File: config.mk
export PLATFORM = sky130hd
export DESIGN_NAME = pattern_readout
export DESIGN_NICKNAME = d
export VERILOG_FILES = /design/src/core/calib_pkg.sv /design/src/core/beat_buffer.sv /design/src/core/pattern_readout.sv
export SDC_FILE = /design/constraint.sdc
export NUM_CORES = 1
export LEC_CHECK = 0
export BUFFER_PORTS_ARGS = -buffer_cell sky130_fd_sc_hd__buf_2
export CORE_ASPECT_RATIO = 1.5
export CORE_MARGIN = 5
export CORE_UTILIZATION = 52
export DETAILED_ROUTE_END_ITERATION = 8
export GPL_TIMING_DRIVEN = 0
export PLACE_DENSITY = 0.73
export SLEW_MARGIN = 20
export SYNTH_ARGS = -nofsm -noshare
export SYNTH_HDL_FRONTEND = slang
export SYNTH_SLANG_ARGS = --single-unit
export TNS_END_PERCENT = 20
File: constraint.sdc
create_clock -name clk -period 2.85 [get_ports clk]
set_input_delay 0.1425 -clock clk [delete_from_list [all_inputs] [get_ports clk]]
set_output_delay 0.1425 -clock clk [all_outputs]
set_load 0.01 [all_outputs]
File: src/core/calib_pkg.sv
package calib_pkg;

   // ************************************************************
   // Command pins and decode
   // ************************************************************
   typedef struct packed {
      logic cs_n;
      logic ras_n;
      logic cas_n;
      logic we_n;
      logic [2:0] ba;
      logic [15:0] addr;
   } cmd_pins_t;

   localparam logic [3:0] CMD_MODE_SET = 4'h0;
   localparam logic [3:0] CMD_READ = 4'h5;
   localparam logic [3:0] CMD_WRITE = 4'h4;

   localparam logic [2:0] BA_MODE_ZERO = 3'h0;
   localparam logic [2:0] BA_MODE_THREE = 3'h3;

   // ************************************************************
   // Mode register fields
   // ************************************************************
   localparam int MR3_ENABLE_BIT = 2;
   localparam int MR3_LOC_LSB = 0;
   localparam int MR0_BL_LSB = 0;
   localparam int CHOP_SEL_BIT = 12;
   localparam int NIBBLE_SEL_BIT = 2;

   localparam logic [1:0] BL_FIXED_EIGHT = 2'h0;
   localparam logic [1:0] BL_ON_THE_FLY = 2'h1;
   localparam logic [1:0] BL_FIXED_CHOP = 2'h2;

   localparam logic [1:0] LOC_CALIB = 2'h0;
   localparam logic [7:0] CALIB_PATTERN = 8'haa;
   localparam logic [7:0] RESERVED_PATTERN = 8'h00;

   localparam logic [1:0] MR3_RESET_LOC = 2'h0;
   localparam logic MR3_RESET_ENABLE = 1'b0;
   localparam logic [1:0] MR0_RESET_BL = 2'h0;

   // ************************************************************
   // Part width and burst timing
   // ************************************************************
   localparam logic [1:0] WIDTH_X4 = 2'h0;
   localparam logic [1:0] WIDTH_X8 = 2'h1;
   localparam logic [1:0] WIDTH_X16 = 2'h2;

   localparam int READ_LATENCY_CK = 5;
   localparam int LAT_EDGES = 2 * READ_LATENCY_CK;
   localparam logic [3:0] BEATS_FULL = 4'h8;
   localparam logic [3:0] BEATS_CHOP = 4'h4;
   localparam logic [2:0] POS_LOWER = 3'h0;
   localparam logic [2:0] POS_UPPER = 3'h4;

   typedef struct packed {
      logic valid;
      logic chop;
      logic upper;
   } read_desc_t;

   typedef struct packed {
      logic data;
      logic last;
   } beat_t;

   localparam int BEAT_W = 2;

endpackage : calib_pkg

File: src/core/beat_buffer.sv
`timescale 1ns/100ps
`default_nettype none

module beat_buffer #(
   parameter int WIDTH = 2,
   parameter int DEPTH = 2
) (
   input wire logic clk,
   input wire logic reset,
   input wire logic [WIDTH-1:0] in_data,
   input wire logic in_valid,
   output logic in_ready,
   output logic [WIDTH-1:0] out_data,
   output logic out_valid,
   input wire logic out_ready
);

   localparam int PTR_W = (DEPTH > 1) ? $clog2(DEPTH) : 1;

   logic [WIDTH-1:0] mem_reg [DEPTH];
   logic [PTR_W-1:0] wr_ptr_reg;
   logic [PTR_W-1:0] rd_ptr_reg;
   logic [PTR_W:0] count_reg;
   wire push = in_valid && in_ready;
   wire pop = out_valid && out_ready;

   function automatic logic [PTR_W-1:0] bump(input logic [PTR_W-1:0] p);
      bump = (p == PTR_W'(DEPTH - 1)) ? '0 : p + 1'b1;
   endfunction : bump

   assign in_ready = (count_reg != (PTR_W + 1)'(DEPTH));
   assign out_valid = (count_reg != '0);
   assign out_data = mem_reg[rd_ptr_reg];

   always_ff @(posedge clk) begin
      if (push) begin
         mem_reg[wr_ptr_reg] <= in_data;
      end
   end

   always_ff @(posedge clk) begin
      if (reset) begin
         wr_ptr_reg <= '0;
         rd_ptr_reg <= '0;
         count_reg <= '0;
      end else begin
         if (push) wr_ptr_reg <= bump(wr_ptr_reg);
         if (pop) rd_ptr_reg <= bump(rd_ptr_reg);
         count_reg <= count_reg + (PTR_W + 1)'(push) - (PTR_W + 1)'(pop);
      end
   end

endmodule : beat_buffer

`default_nettype wire

File: src/core/pattern_readout.sv
// Overview of operation
// - While enabled, every read form is served from the pattern register.
// - While enabled, location select bits A1..A0 choose what each read returns.
// - Enable clear means normal array reads and writes, location select ignored.
// - A pattern read gives one logical bit per beat on all data pins.
// - Four-bit part: pin 0 carries the bit, other lanes copy or drive zero.
// - Eight-bit part: pin 0 carries the bit, pins 7..1 copy or drive zero.
// - Sixteen-bit part: bit 0 of each byte carries it, bits 7..1 copy or zero.
// - Eight-beat bursts use A2 low and return positions 0 through 7.
// - Chopped bursts return 0..3 with A2 low, 4..7 with A2 high.
// - Chop select bit picks chop or full burst when on-the-fly is enabled.
// - All other address bits are ignored during pattern reads.
// - Pattern reads keep ordinary read latency and command timing.
// - Burst position 0 is the source LSB, position 7 its MSB.
// - Location 00 returns alternating 0,1 for full and either chopped half.
`timescale 1ns/100ps
`default_nettype none

module pattern_readout (
   input wire logic clk,
   input wire logic reset,
   input wire logic ck,
   input wire calib_pkg::cmd_pins_t cmd_pins,
   input wire logic [1:0] part_width,
   input wire logic copy_lanes,
   output logic [15:0] dq_out,
   output logic [15:0] dq_oe,
   output logic pattern_mode,
   output logic array_read,
   output logic array_write,
   output logic read_busy
);
   import calib_pkg::*;

   // ************************************************************
   // Pin synchronisers and link clock edges
   // ************************************************************
   // The clock pin runs through three stages and the command pins through two, so a
   // command sampled at a detected edge lines up with the clock level.
   logic ck_s1_reg;
   logic ck_s2_reg;
   logic ck_s3_reg;
   cmd_pins_t cmd_s1_reg;
   cmd_pins_t cmd_s2_reg;

   always_ff @(posedge clk) begin
      if (reset) begin
         ck_s1_reg <= 1'b0;
         ck_s2_reg <= 1'b0;
         ck_s3_reg <= 1'b0;
         cmd_s1_reg <= '1;
         cmd_s2_reg <= '1;
      end else begin
         ck_s1_reg <= ck;
         ck_s2_reg <= ck_s1_reg;
         ck_s3_reg <= ck_s2_reg;
         cmd_s1_reg <= cmd_pins;
         cmd_s2_reg <= cmd_s1_reg;
      end
   end

   wire ck_rise = ck_s2_reg && !ck_s3_reg;
   wire ck_edge = ck_s2_reg != ck_s3_reg;

   // ************************************************************
   // Command decode
   // ************************************************************
   wire [3:0] cmd_code = {cmd_s2_reg.cs_n, cmd_s2_reg.ras_n, cmd_s2_reg.cas_n,
                          cmd_s2_reg.we_n};
   wire is_mode_set = ck_rise && (cmd_code == CMD_MODE_SET);
   wire is_read = ck_rise && (cmd_code == CMD_READ);
   wire is_write = ck_rise && (cmd_code == CMD_WRITE);
   wire set_mr3 = is_mode_set && (cmd_s2_reg.ba == BA_MODE_THREE);
   wire set_mr0 = is_mode_set && (cmd_s2_reg.ba == BA_MODE_ZERO);

   logic enable_reg;
   logic [1:0] loc_reg;
   logic [1:0] bl_mode_reg;

   always_ff @(posedge clk) begin
      if (reset) begin
         enable_reg <= MR3_RESET_ENABLE;
         loc_reg <= MR3_RESET_LOC;
         bl_mode_reg <= MR0_RESET_BL;
      end else begin
         if (set_mr3) begin
            enable_reg <= cmd_s2_reg.addr[MR3_ENABLE_BIT];
            loc_reg <= cmd_s2_reg.addr[MR3_LOC_LSB +: 2];
         end
         if (set_mr0) bl_mode_reg <= cmd_s2_reg.addr[MR0_BL_LSB +: 2];
      end
   end

   // Only A2 and the chop select bit are looked at for a pattern
   // read; column bits 1..0 are assumed low as the controller must drive them.
   wire pattern_read = is_read && enable_reg;
   wire chop_now = (bl_mode_reg == BL_FIXED_CHOP) ||
                   ((bl_mode_reg == BL_ON_THE_FLY) &&
                    !cmd_s2_reg.addr[CHOP_SEL_BIT]);
   wire upper_now = chop_now && cmd_s2_reg.addr[NIBBLE_SEL_BIT];

   // ************************************************************
   // Read latency line, one stage per link clock edge
   // ************************************************************
   // A line rather than a single counter lets back-to-back reads overlap.
   read_desc_t lat_reg [LAT_EDGES];
   read_desc_t lat_head;
   assign lat_head = '{valid: pattern_read, chop: chop_now, upper: upper_now};

   always_ff @(posedge clk) begin
      if (reset) begin
         for (int i = 0; i < LAT_EDGES; i++) lat_reg[i] <= '0;
      end else if (ck_edge) begin
         lat_reg[0] <= ck_rise ? lat_head : '0;
         for (int i = 1; i < LAT_EDGES; i++) lat_reg[i] <= lat_reg[i-1];
      end
   end

   wire read_due = ck_edge && lat_reg[LAT_EDGES-1].valid;

   // ************************************************************
   // Beat generator
   // ************************************************************
   logic [2:0] pos_reg;
   logic [3:0] left_reg;
   logic [2:0] pos_next;
   logic [3:0] left_next;
   logic buf_in_ready;
   wire gen_push = (left_reg != 4'h0) && buf_in_ready;
   wire [7:0] source = (loc_reg == LOC_CALIB) ? CALIB_PATTERN
                                              : RESERVED_PATTERN;
   beat_t gen_beat;
   assign gen_beat = '{data: source[pos_reg], last: (left_reg == 4'h1)};

   always_comb begin
      pos_next = pos_reg;
      left_next = left_reg;
      if (gen_push) begin
         pos_next = pos_reg + 3'h1;
         left_next = left_reg - 4'h1;
      end
      if (read_due) begin
         pos_next = lat_reg[LAT_EDGES-1].upper ? POS_UPPER : POS_LOWER;
         left_next = lat_reg[LAT_EDGES-1].chop ? BEATS_CHOP : BEATS_FULL;
      end
   end

   always_ff @(posedge clk) begin
      if (reset) begin
         pos_reg <= 3'h0;
         left_reg <= 4'h0;
      end else begin
         pos_reg <= pos_next;
         left_reg <= left_next;
      end
   end

   // ************************************************************
   // Beat buffer and data pins
   // ************************************************************
   logic [BEAT_W-1:0] buf_out_data;
   logic buf_out_valid;
   beat_t out_beat;
   assign out_beat = beat_t'(buf_out_data);

   beat_buffer #(
      .WIDTH(BEAT_W),
      .DEPTH(2)
   ) u_beats (
      .clk(clk),
      .reset(reset),
      .in_data(gen_beat),
      .in_valid(left_reg != 4'h0),
      .in_ready(buf_in_ready),
      .out_data(buf_out_data),
      .out_valid(buf_out_valid),
      .out_ready(ck_edge)
   );

   // Lane 0 of each byte always carries the bit; the others copy it or sit low.
   function automatic logic [15:0] lanes(input logic b, input logic [1:0] w,
                                         input logic cp);
      logic [7:0] byte_val;
      byte_val = {{7{b & cp}}, b};
      case (w)
         WIDTH_X4: lanes = {12'h000, byte_val[3:0]};
         WIDTH_X8: lanes = {8'h00, byte_val};
         WIDTH_X16: lanes = {byte_val, byte_val};
         default: lanes = {8'h00, byte_val};
      endcase
   endfunction : lanes

   function automatic logic [15:0] lane_mask(input logic [1:0] w);
      case (w)
         WIDTH_X4: lane_mask = 16'h000f;
         WIDTH_X16: lane_mask = 16'hffff;
         default: lane_mask = 16'h00ff;
      endcase
   endfunction : lane_mask

   wire beat_out = ck_edge && buf_out_valid;

   always_ff @(posedge clk) begin
      if (reset) begin
         dq_out <= 16'h0000;
         dq_oe <= 16'h0000;
      end else if (ck_edge) begin
         dq_out <= beat_out ? lanes(out_beat.data, part_width, copy_lanes) : 16'h0000;
         dq_oe <= beat_out ? lane_mask(part_width) : 16'h0000;
      end
   end

   // ************************************************************
   // Status and array hand-off
   // ************************************************************
   // Writes while enabled are simply dropped; the controller must not send them.
   always_ff @(posedge clk) begin
      if (reset) begin
         pattern_mode <= 1'b0;
         array_read <= 1'b0;
         array_write <= 1'b0;
         read_busy <= 1'b0;
      end else begin
         pattern_mode <= enable_reg;
         array_read <= is_read && !enable_reg;
         array_write <= is_write && !enable_reg;
         // Busy also covers the beat still standing on the pins, so it falls
         // together with the drive enable rather than one beat early.
         read_busy <= (left_next != 4'h0) || buf_out_valid ||
                      (!ck_edge && (dq_oe != 16'h0000));
      end
   end

endmodule : pattern_readout

`default_nettype wire

==> flow_metrics.env, run 1 <==
export IMPL_status="finished clean"
export IMPL_design_area_sq_um=3500
export IMPL_seq_area_sq_um=1700
export IMPL_drtIter0Drc=54
export IMPL_drc=0
export IMPL_synth_top_area_share_pct=36.9
export IMPL_period_needed_ns=2.21
export IMPL_crit_path_cell_trace="inv_1, ha_1, clkbuf_1, nor2b_1, clkbuf_1, inv_1"
export IMPL_path_delay_family="buffers and inverters"
export IMPL_drv_cap=0
export IMPL_synth_area_top_cells="dfxtp_1 37%, edfxtp_1 23%, buf_4 6.4%, or2_2 4.9%, and2_1 4.0%"
export IMPL_critPathCaptureType="flop"
export IMPL_worstMarginPinSlew_ns=0.751
export IMPL_synth_async_reset_ratio_pct=0
export IMPL_layout_drive_gt1_share_pct=36.1
export IMPL_yosysMostFrequentCell="dfxtp_1"
export IMPL_cts_num_sinks=74
export IMPL_grt_pass1_vias=1830
export IMPL_via_per_inst=4.64
export IMPL_syn_to_final_growth_pct=24.2
export IMPL_syn_instance_count=250
export IMPL_globalplace_congestion=0.813
export IMPL_synth_area_leader_cell="dfxtp_1"
export IMPL_peakVddDrop_mv=0.412
export IMPL_cts_root_buf="clkbuf_8"
export IMPL_grt_pass1_wl_um=8130
export IMPL_startpoint_type="flop"
export IMPL_avgSynthCellArea_sq_um=11.3
export IMPL_hpwlAfterDp_um=3320
export IMPL_finalSetupViolations=0
export IMPL_fin_util_pct=65.3
export IMPL_yosys_cell_types_count=39
export IMPL_wl_um=4900
export IMPL_path_max_fanout=20
export IMPL_layout_nets=357
export IMPL_cts_tree="done"
export IMPL_core_area_sq_um=5370
export IMPL_clk_latency_ns=0.33
export IMPL_synth_main_ff_cell="dfxtp_1"
export IMPL_crit_required_ns=2.81
export IMPL_worst_path_buf_inv=4
export IMPL_cts_resized=0
export IMPL_grt_usage_pct=15.0
export IMPL_wire_per_inst_um=12.3
export IMPL_clk_path_buf_depth=2
export IMPL_portBuffers=52
export IMPL_relSlewSlack_pct=49.9
export IMPL_multi_input_area_sq_um=870
export IMPL_reg2reg_depth=6
export IMPL_via_count=1854
export IMPL_fill_cells=421
export IMPL_grt_overflow=0
export IMPL_cts_htree_levels=3
export IMPL_power_density_nw_per_um2=748
export IMPL_synth_edf_count=22
export IMPL_fin_setup_tns_ns=0
export IMPL_hold_viol=0
export IMPL_max_stage_delay_ns=0.41
export IMPL_grt_max_degree=21
export IMPL_largest_register_ffs=20
export IMPL_die_y_um=100
export IMPL_antenna_left=0
export IMPL_numCtsBuffers=9
export IMPL_rsz0062_at_grt="false"
export IMPL_path_clk_slew_ns=0.07
export IMPL_placed_cell_area_sq_um=3170
export IMPL_ys_ff_latch=74
export IMPL_syn_nets=282
export IMPL_synth_common_cells="52 x dfxtp_1, 27 x nor2_1, 24 x buf_4"
export IMPL_syn_cell_area_sq_um=2820
export IMPL_num_antenna_cells=0
export IMPL_critPathSlowestCell="inv_1"
export IMPL_timing_final_max_slew_violations=0
export IMPL_critPathArrivalTime_ns=2.17
export IMPL_holdWs_ns=0.0654
export IMPL_hold_path_depth=2
export IMPL_min_period_over_period_pct=77.5
export IMPL_boundaryPins=65
export IMPL_antenna_found_initial=0
export IMPL_cts_setup_buffers=0
export IMPL_p_leak_nw=1.59
export IMPL_cp_num_cells=6
export IMPL_skew_ns=0.00829
export IMPL_fmax_mhz=453
export IMPL_reg2reg_slack_ns=0.64
export IMPL_hold_path_class="input port to flop"
export IMPL_core_rowCount=33
export IMPL_firstDrtPassIters=4
export IMPL_hold_buffers=12
export IMPL_start_util_pct=52.6
export IMPL_synth_warnings=0
export IMPL_path_class="flop to flop"
export IMPL_die_w_um=70.2
export IMPL_dieArea_sq_um=7030
export IMPL_yosysSeqAreaShare_pct=60.3
per-layer routing:
| layer | global-route usage [%] | routed length, um | up-vias |
|---|---|---|---|
| met2 | 26.6 | 2420 | 57 |
| met3 | 5.61 | 381 | 7 |
| met1 | 15.3 | 2010 | 843 |
| met4 | 7.37 | 89 | 0 |
| met5 | 0 | 0 | - |
| li1 | - | - | 947 |
logic make-up after synthesis:
kind of cell	count (synthesis)	share of synthesized area, %
xor gates and xnor gates	6	2.13
DFF	74	60.3
and+or+nand+nor	103	20.6
adders and majority gates	3	1.33
AOI/OAI and AO/OA	15	3.86
buffers and inverters	41	8.91
muxes	8	2.88
metrics by stage:
step	worst slack [ns]	power [W]	instances
final	0.642	0.00262	400
after global routing	0.436	0.00275	400
after CTS	0.590	0.00265	400
after detailed placement	0.654	0.00178	372
after global placement	0.684	0.00177	372
after floorplan	0.893	0.00167	250
layout make-up:
class	instances	area share (%)
flip-flops and latches	74	48.6
clock buffers	13	4.86
well taps	70	2.50
clock inverters	3	1.25
plain buffers	36	6.64
inverters	5	0.536
repair buffers	64	10.9
multi-input cells	135	24.8
worst register-to-register path, stage by stage, from the launching register on:
cell and delay, ns:
dfxtp_1 0.31, inv_1 0.04, ha_1 0.28, clkbuf_1 0.34
nor2b_1 0.18, clkbuf_1 0.27, inv_1 0.41
worst paths after layout:
path	end	from
min reg2reg	cmd_s2_reg[18]	cmd_s1_reg[18]
max reg2reg	lat_reg[3][2]	ck_s3_reg
min	dq_out[3]	copy_lanes
max	lat_reg[3][2]	ck_s3_reg
report_power, final:
group | internal, W | switching (W)
Clock | 0.000483 | 0.000362
Combinational | 0.000271 | 0.000249
Sequential | 0.00120 | 0.0000574
Total | 0.00195 | 0.000669
placed cells by master (no fill, tap or decap), types with 2 or more instances in the layout:
cell type      count
dfxtp_1           52
buf_2             52
nor2_1            27
buf_4             24
or2_2             22
edfxtp_1          22
and2_1            18
clkbuf_1          13
dlygate4sd3_1     12
clkbuf_8          10
nor2b_1            8
mux2i_1            7
inv_1              5
nand2_1            5
a21oi_1            4
xnor2_1            4
nor3b_1            3
nor4_1             3
a22o_1             3
nand3_1            3
ha_1               3
nand2b_1           2
nor3_1             2
a21o_1             2
and3_1             2
nor4b_1            2
No activity file was read; power rests on OpenSTA's default activity.
==> run 2, diff against run 1 <==
Settings changed: ABC_AREA set to 1, CORE_UTILIZATION 52 to 48, PLACE_DENSITY 0.73 to 0.71.
Clock period 2.85 ns to 2 ns, I/O delays scaled along.
==> run 2 against run 1 <==
Worst hold slack lost 0.039 ns. Die area grew 12%. Combinational power grew 44%. Wire length grew 1.2%. Register-to-register slack lost 0.51 ns. Non-clock buffer count shrank 3. Worst setup slack lost 0.51 ns. Sequential share of layout area shrank 1.7 points. Critical path depth grew 2. Synthesized cell count grew 24%.
==> flow_metrics.env, run 2 <==
export IMPL_drc=0
export IMPL_syn_to_final_growth_pct=23.2
export IMPL_timing_final_max_slew_violations=0
export IMPL_wl_um=4960
export IMPL_final_common_cell="buf_2"
export IMPL_num_antenna_cells=0
export IMPL_most_common_layout_cells="55 x buf_2, 52 x dfxtp_1, 44 x inv_1"
export IMPL_rsz0062_at_grt="false"
export IMPL_grt_usage_pct=13.4
export IMPL_path_max_fanout=10
export IMPL_drtIter0Drc=90
export IMPL_antenna_found_initial=0
export IMPL_swShare_pct=28.4
export IMPL_cts_root_buf="clkbuf_8"
export IMPL_start_util_pct=48.5
export IMPL_synth_area_leader_cell="dfxtp_1"
export IMPL_layout_nets=417
export IMPL_cts_num_sinks=74
export IMPL_cts_setup_buffers=0
export IMPL_firstDrtPassIters=4
export IMPL_multi_input_area_sq_um=843
export IMPL_fin_setup_tns_ns=0
export IMPL_syn_nets=341
export IMPL_grt_pass1_wl_um=8180
export IMPL_synth_top_area_share_pct=35.3
export IMPL_p_clk_share_pct=30.2
export IMPL_synth_warnings=0
export IMPL_hpwlAfterDp_um=3510
export IMPL_skew_ns=0.0104
export IMPL_largest_register_ffs=20
export IMPL_core_area_sq_um=6090
export IMPL_globalplace_congestion=0.754
export IMPL_pwr_share_seq_pct=49.2
export IMPL_ys_ff_latch=74
export IMPL_critPathCaptureType="flop"
export IMPL_grt_overflow=0
export IMPL_syn_instance_count=309
export IMPL_period_needed_ns=1.87
export IMPL_yosysSeqAreaShare_pct=57.7
export IMPL_grt_busiest_layer="met2"
export IMPL_path_class="flop to flop"
export IMPL_avgSynthCellArea_sq_um=9.55
export IMPL_dieArea_sq_um=7850
export IMPL_grt_pass1_vias=1940
export IMPL_cts_htree_levels=3
export IMPL_worstMarginPinSlew_ns=0.496
export IMPL_die_w_um=74.0
export IMPL_clk_path_buf_depth=2
export IMPL_numCtsBuffers=9
export IMPL_clk_latency_ns=0.34
export IMPL_startpoint_type="flop"
export IMPL_hold_path_class="input port to flop"
export IMPL_synth_area_top_cells="dfxtp_1 35%, edfxtp_1 22%, buf_4 6.6%, inv_1 5.6%, or2_2 4.7%"
export IMPL_fmax_mhz=535
export IMPL_wire_per_inst_um=10.7
export IMPL_min_period_over_period_pct=93.5
export IMPL_path_clk_slew_ns=0.07
export IMPL_antenna_left=0
export IMPL_cts_tree="done"
export IMPL_yosys_cell_types_count=33
export IMPL_yosysMostFrequentCell="dfxtp_1"
export IMPL_crit_required_ns=2.23
export IMPL_critPathArrivalTime_ns=2.10
export IMPL_synth_common_cells="52 x dfxtp_1, 44 x inv_1, 36 x nor2_1"
export IMPL_use_met1_pct=15.0
export IMPL_portBuffers=52
export IMPL_combPwrFrac_pct=20.6
export IMPL_holdWs_ns=0.0261
export IMPL_relSlewSlack_pct=66.9
export IMPL_synth_async_reset_ratio_pct=0
export IMPL_fill_cells=521
export IMPL_boundaryPins=65
export IMPL_peakVddDrop_mv=0.603
export IMPL_synth_main_ff_cell="dfxtp_1"
export IMPL_syn_cell_area_sq_um=2950
export IMPL_finalSetupViolations=0
export IMPL_via_per_inst=4.46
export IMPL_p_int_w=0.00261
export IMPL_use_met2_pct=23.3
export IMPL_layout_drive_gt1_share_pct=35.6
export IMPL_p_leak_nw=1.75
export IMPL_die_y_um=106
export IMPL_core_rowCount=35
export IMPL_via_count=2071
export IMPL_grt_max_degree=23
export IMPL_drv_cap=0
export IMPL_status="finished clean"
export IMPL_power_density_nw_per_um2=1000
export IMPL_met3_usage_pct=2.65
export IMPL_synth_edf_count=22
export IMPL_power_switching_w=0.00104
export IMPL_seq_area_sq_um=1700
export IMPL_hold_viol=0
run 2: final timing paths:
kind / startpoint / end / slack (ns) / depth (start not counted)
setup / recovery: ck_s3_reg / u_beats.count_reg[1] / 0.13 / 8
hold / removal: part_width[1] / dq_oe[7] / 0.03 / 3
setup reg to reg: ck_s3_reg / u_beats.count_reg[1] / 0.13 / 8
hold reg to reg: cmd_s1_reg[2] / cmd_s2_reg[2] / 0.41 / 1
run 2: critical path: stages (launching register included):
cell and delay, ns:
dfxtp_1 0.31, inv_1 0.04, ha_1 0.31, buf_2 0.26, nor2_4 0.08, ha_1 0.31, or2_1 0.26, o21ai_1 0.13
a21oi_1 0.05
run 2: repair_timing:
item / CTS / global route
hold buffers: 13 / 0
setup endpoints to repair: 0 / 23
resized for setup: 0 / 2
hold endpoints to repair: 13 / 0
run 2: cell families (layout without fill, tap and decap cells):
logic type	after synthesis	after routing	synth area share [%]
and+or+nand+nor	118	118	20.7
buffers and inverters	83	164	14.0
DFF	74	74	57.7
AOI/OAI and AO/OA	29	29	5.81
adders and majority gates	3	3	1.27
xor gates and xnor gates	2	2	0.594
run 2: final cells by class:
| class | count | share of cell area [%] |
|---|---|---|
| clock inverter | 1 | 0.138 |
| tap | 74 | 2.55 |
| buffer | 32 | 6.10 |
| timing repair buffer | 65 | 10.7 |
| inverter | 51 | 5.27 |
| clock buffer | 15 | 5.17 |
| sequential | 74 | 46.8 |
| multi-input combinational | 152 | 23.2 |
run 2: layer usage:
layer  up-vias  share of wire (%)
li1       1094                  -
met1       905                 41
met2        62                 50
met3        10                7.1
met4         0                2.1
met5         -                  0
run 2: metrics by stage:
step                setup slack [ns]  instances  instance area, sq um  power (W)  utilization [%]
floorplan                      0.292        309                  2950    0.00239                -
global placement               0.124        435                  3300    0.00253             54.3
detailed placement            0.0746        435                  3300    0.00256             54.3
CTS                           0.0833        464                  3630    0.00368             59.6
global route                  0.0129        464                  3630    0.00387             59.7
finish                         0.130        464                  3630    0.00365             59.7
run 2: power by group through the flow:
stage | clock, W | combinational, W | sequential, W
2_1_floorplan | 0 | 0.000560 | 0.00183
3_5_place_dp | 0 | 0.000729 | 0.00183
5_1_grt | 0.00118 | 0.000867 | 0.00182
4_1_cts | 0.00112 | 0.000753 | 0.00180
3_3_place_gp | 0 | 0.000705 | 0.00182
6_report | 0.00110 | 0.000752 | 0.00180
==> run 3, diff against run 2 <==
Settings changed: PLACE_DENSITY 0.71 to 0.78.
==> run 3 against run 2 <==
First-iteration DRC count up 40%. Maximum frequency down 2.0%. Sequential share of layout area up 0.46 points. Global-route usage up 0.53 points. Die area unchanged. Highest routed layer unchanged.
==> flow_metrics.env, run 3 (synthesized netlist as in run 2, its figures left out) <==
export IMPL_use_met2_pct=24.4
export IMPL_via_count=2101
export IMPL_crit_required_ns=2.22
export IMPL_numCtsBuffers=9
export IMPL_most_common_layout_cells="55 x buf_2, 52 x dfxtp_1, 44 x inv_1"
export IMPL_path_class="flop to flop"
export IMPL_fin_setup_tns_ns=0
export IMPL_p_leak_nw=1.72
export IMPL_layout_drive_gt1_share_pct=35.6
export IMPL_die_y_um=106
export IMPL_cts_tree="done"
export IMPL_reg2reg_depth=8
export IMPL_grt_pass1_vias=2005
export IMPL_largest_register_ffs=20
export IMPL_min_to="dq_oe[7]"
export IMPL_met3_usage_pct=3.03
export IMPL_skew_ns=0.00894
export IMPL_boundaryPins=65
export IMPL_grt_overflow=0
export IMPL_final_common_cell="buf_2"
export IMPL_cts_setup_buffers=0
export IMPL_drc=0
export IMPL_timing_final_max_slew_violations=0
export IMPL_grt_pass1_wl_um=8320
export IMPL_fin_util_pct=59.1
export IMPL_fin_cells=464
export IMPL_wl_um=5020
export IMPL_start_util_pct=48.5
export IMPL_cts_num_sinks=74
export IMPL_p_clk_share_pct=27.4
export IMPL_syn_to_final_growth_pct=22.0
export IMPL_relSlewSlack_pct=67.6
export IMPL_core_rowCount=35
export IMPL_path_max_fanout=10
export IMPL_wire_per_inst_um=10.8
export IMPL_rsz0062_at_grt="false"
export IMPL_dieArea_sq_um=7850
export IMPL_swShare_pct=29.8
export IMPL_globalplace_congestion=0.791
export IMPL_worstReg2RegEnd="u_beats.count_reg[1]"
export IMPL_antenna_left=0
export IMPL_dp_cells=435
export IMPL_antenna_found_initial=0
export IMPL_die_w_um=74.0
export IMPL_hold_path_depth=3
export IMPL_cts_htree_levels=3
export IMPL_reg2reg_from="ck_s3_reg"
export IMPL_path_clk_slew_ns=0.07
export IMPL_grt_busiest_layer="met2"
export IMPL_finalSetupViolations=0
export IMPL_critPathCaptureType="flop"
export IMPL_use_met1_pct=14.4
export IMPL_combPwrFrac_pct=21.3
export IMPL_fmax_mhz=524
export IMPL_worstMarginPinSlew_ns=0.485
export IMPL_drtIter0Drc=126
export IMPL_grt_usage_pct=14.0
export IMPL_startpoint_type="flop"
export IMPL_hold_path_class="input port to flop"
export IMPL_pwr_share_seq_pct=51.3
export IMPL_period_needed_ns=1.91
export IMPL_drv_cap=0
export IMPL_status="finished clean"
export IMPL_via_per_inst=4.53
export IMPL_peakVddDrop_mv=0.652
export IMPL_p_int_w=0.00246
export IMPL_firstDrtPassIters=4
export IMPL_core_area_sq_um=6090
export IMPL_layout_nets=417
export IMPL_critPathArrivalTime_ns=2.13
export IMPL_hpwlAfterDp_um=3500
export IMPL_reg2reg_slack_ns=0.09
export IMPL_clk_latency_ns=0.34
export IMPL_grt_max_degree=23
export IMPL_portBuffers=52
export IMPL_clk_path_buf_depth=2
export IMPL_hp_start="part_width[1]"
export IMPL_min_period_over_period_pct=95.4
export IMPL_hold_viol=0
export IMPL_cts_root_buf="clkbuf_8"
export IMPL_power_density_nw_per_um2=972
export IMPL_power_switching_w=0.00104
export IMPL_num_antenna_cells=0
-- run 3: cell count changes in the layout (fill, tap and decap cells not counted) --
cell        previous run  this run
nor2_4                 2         1
clkinvlp_4             0         3
clkbuf_8              11         9
clkinv_1               0         2
nor2_2                 2         3
clkbuf_16              1         0
clkbuf_1               6         4
-- run 3: cell type report --
cell class	count	area, sq um
timing repair buffer	65	390
clock inverter	6	35.0
sequential	74	1700
multi-input combinational	152	838
fill	524	2490
inverter	51	191
tap	74	92.6
buffer	32	221
clock buffer	10	128
-- run 3: how the worst max path moves through the flow --
stage                   start              endpoint  cells past startpoint
global route        ck_s3_reg  u_beats.count_reg[1]                      8
CTS                 ck_s3_reg         lat_reg[0][1]                      4
detailed placement  ck_s3_reg         lat_reg[5][1]                      4
global placement    ck_s3_reg         lat_reg[4][1]                      4
floorplan           ck_s3_reg  u_beats.count_reg[1]                      8
finish              ck_s3_reg  u_beats.count_reg[1]                      8
-- run 3: per-stage QoR --
stage	setup slack (ns)	hold slack (ns)	instance area (sq um)	total power (W)
finish	0.0913	0.0224	3600	0.00350
global route	0.00781	0.0181	3600	0.00372
CTS	0.0587	0.000643	3600	0.00353
detailed placement	0.0694	0.284	3300	0.00256
global placement	0.143	0.282	3300	0.00253
floorplan	0.292	0.204	2950	0.00239
-- run 3: layer usage --
layer	vias to the layer above	routed length, um	share of wire [%]
met4	0	124	2.5
met1	934	1950	39
met2	67	2550	51
met3	11	394	7.9
met5	-	0	0
li1	1089	-	-
-- run 3: power by group through the flow --
stage                     sequential [W]  clock [W]  combinational [W]
after floorplan                  0.00183          0           0.000560
after global placement           0.00182          0           0.000702
after detailed placement         0.00183          0           0.000727
after CTS                        0.00180   0.000988           0.000749
after global routing             0.00181    0.00105           0.000856
final                            0.00180   0.000959           0.000745
-- run 3: what timing repair did --
item                       CTS  global route
gates resized for setup      0             1
hold endpoints to repair    13             0
setup endpoints to repair    0            22
hold buffers                13             0
-- run 3: critical path: stages, from the launching register on --
cell	delay, ns
dfxtp_1	0.32
inv_1	0.04
ha_1	0.31
buf_2	0.21
nor2_2	0.20
ha_1	0.27
or2_1	0.26
o21ai_1	0.13
a21oi_1	0.05
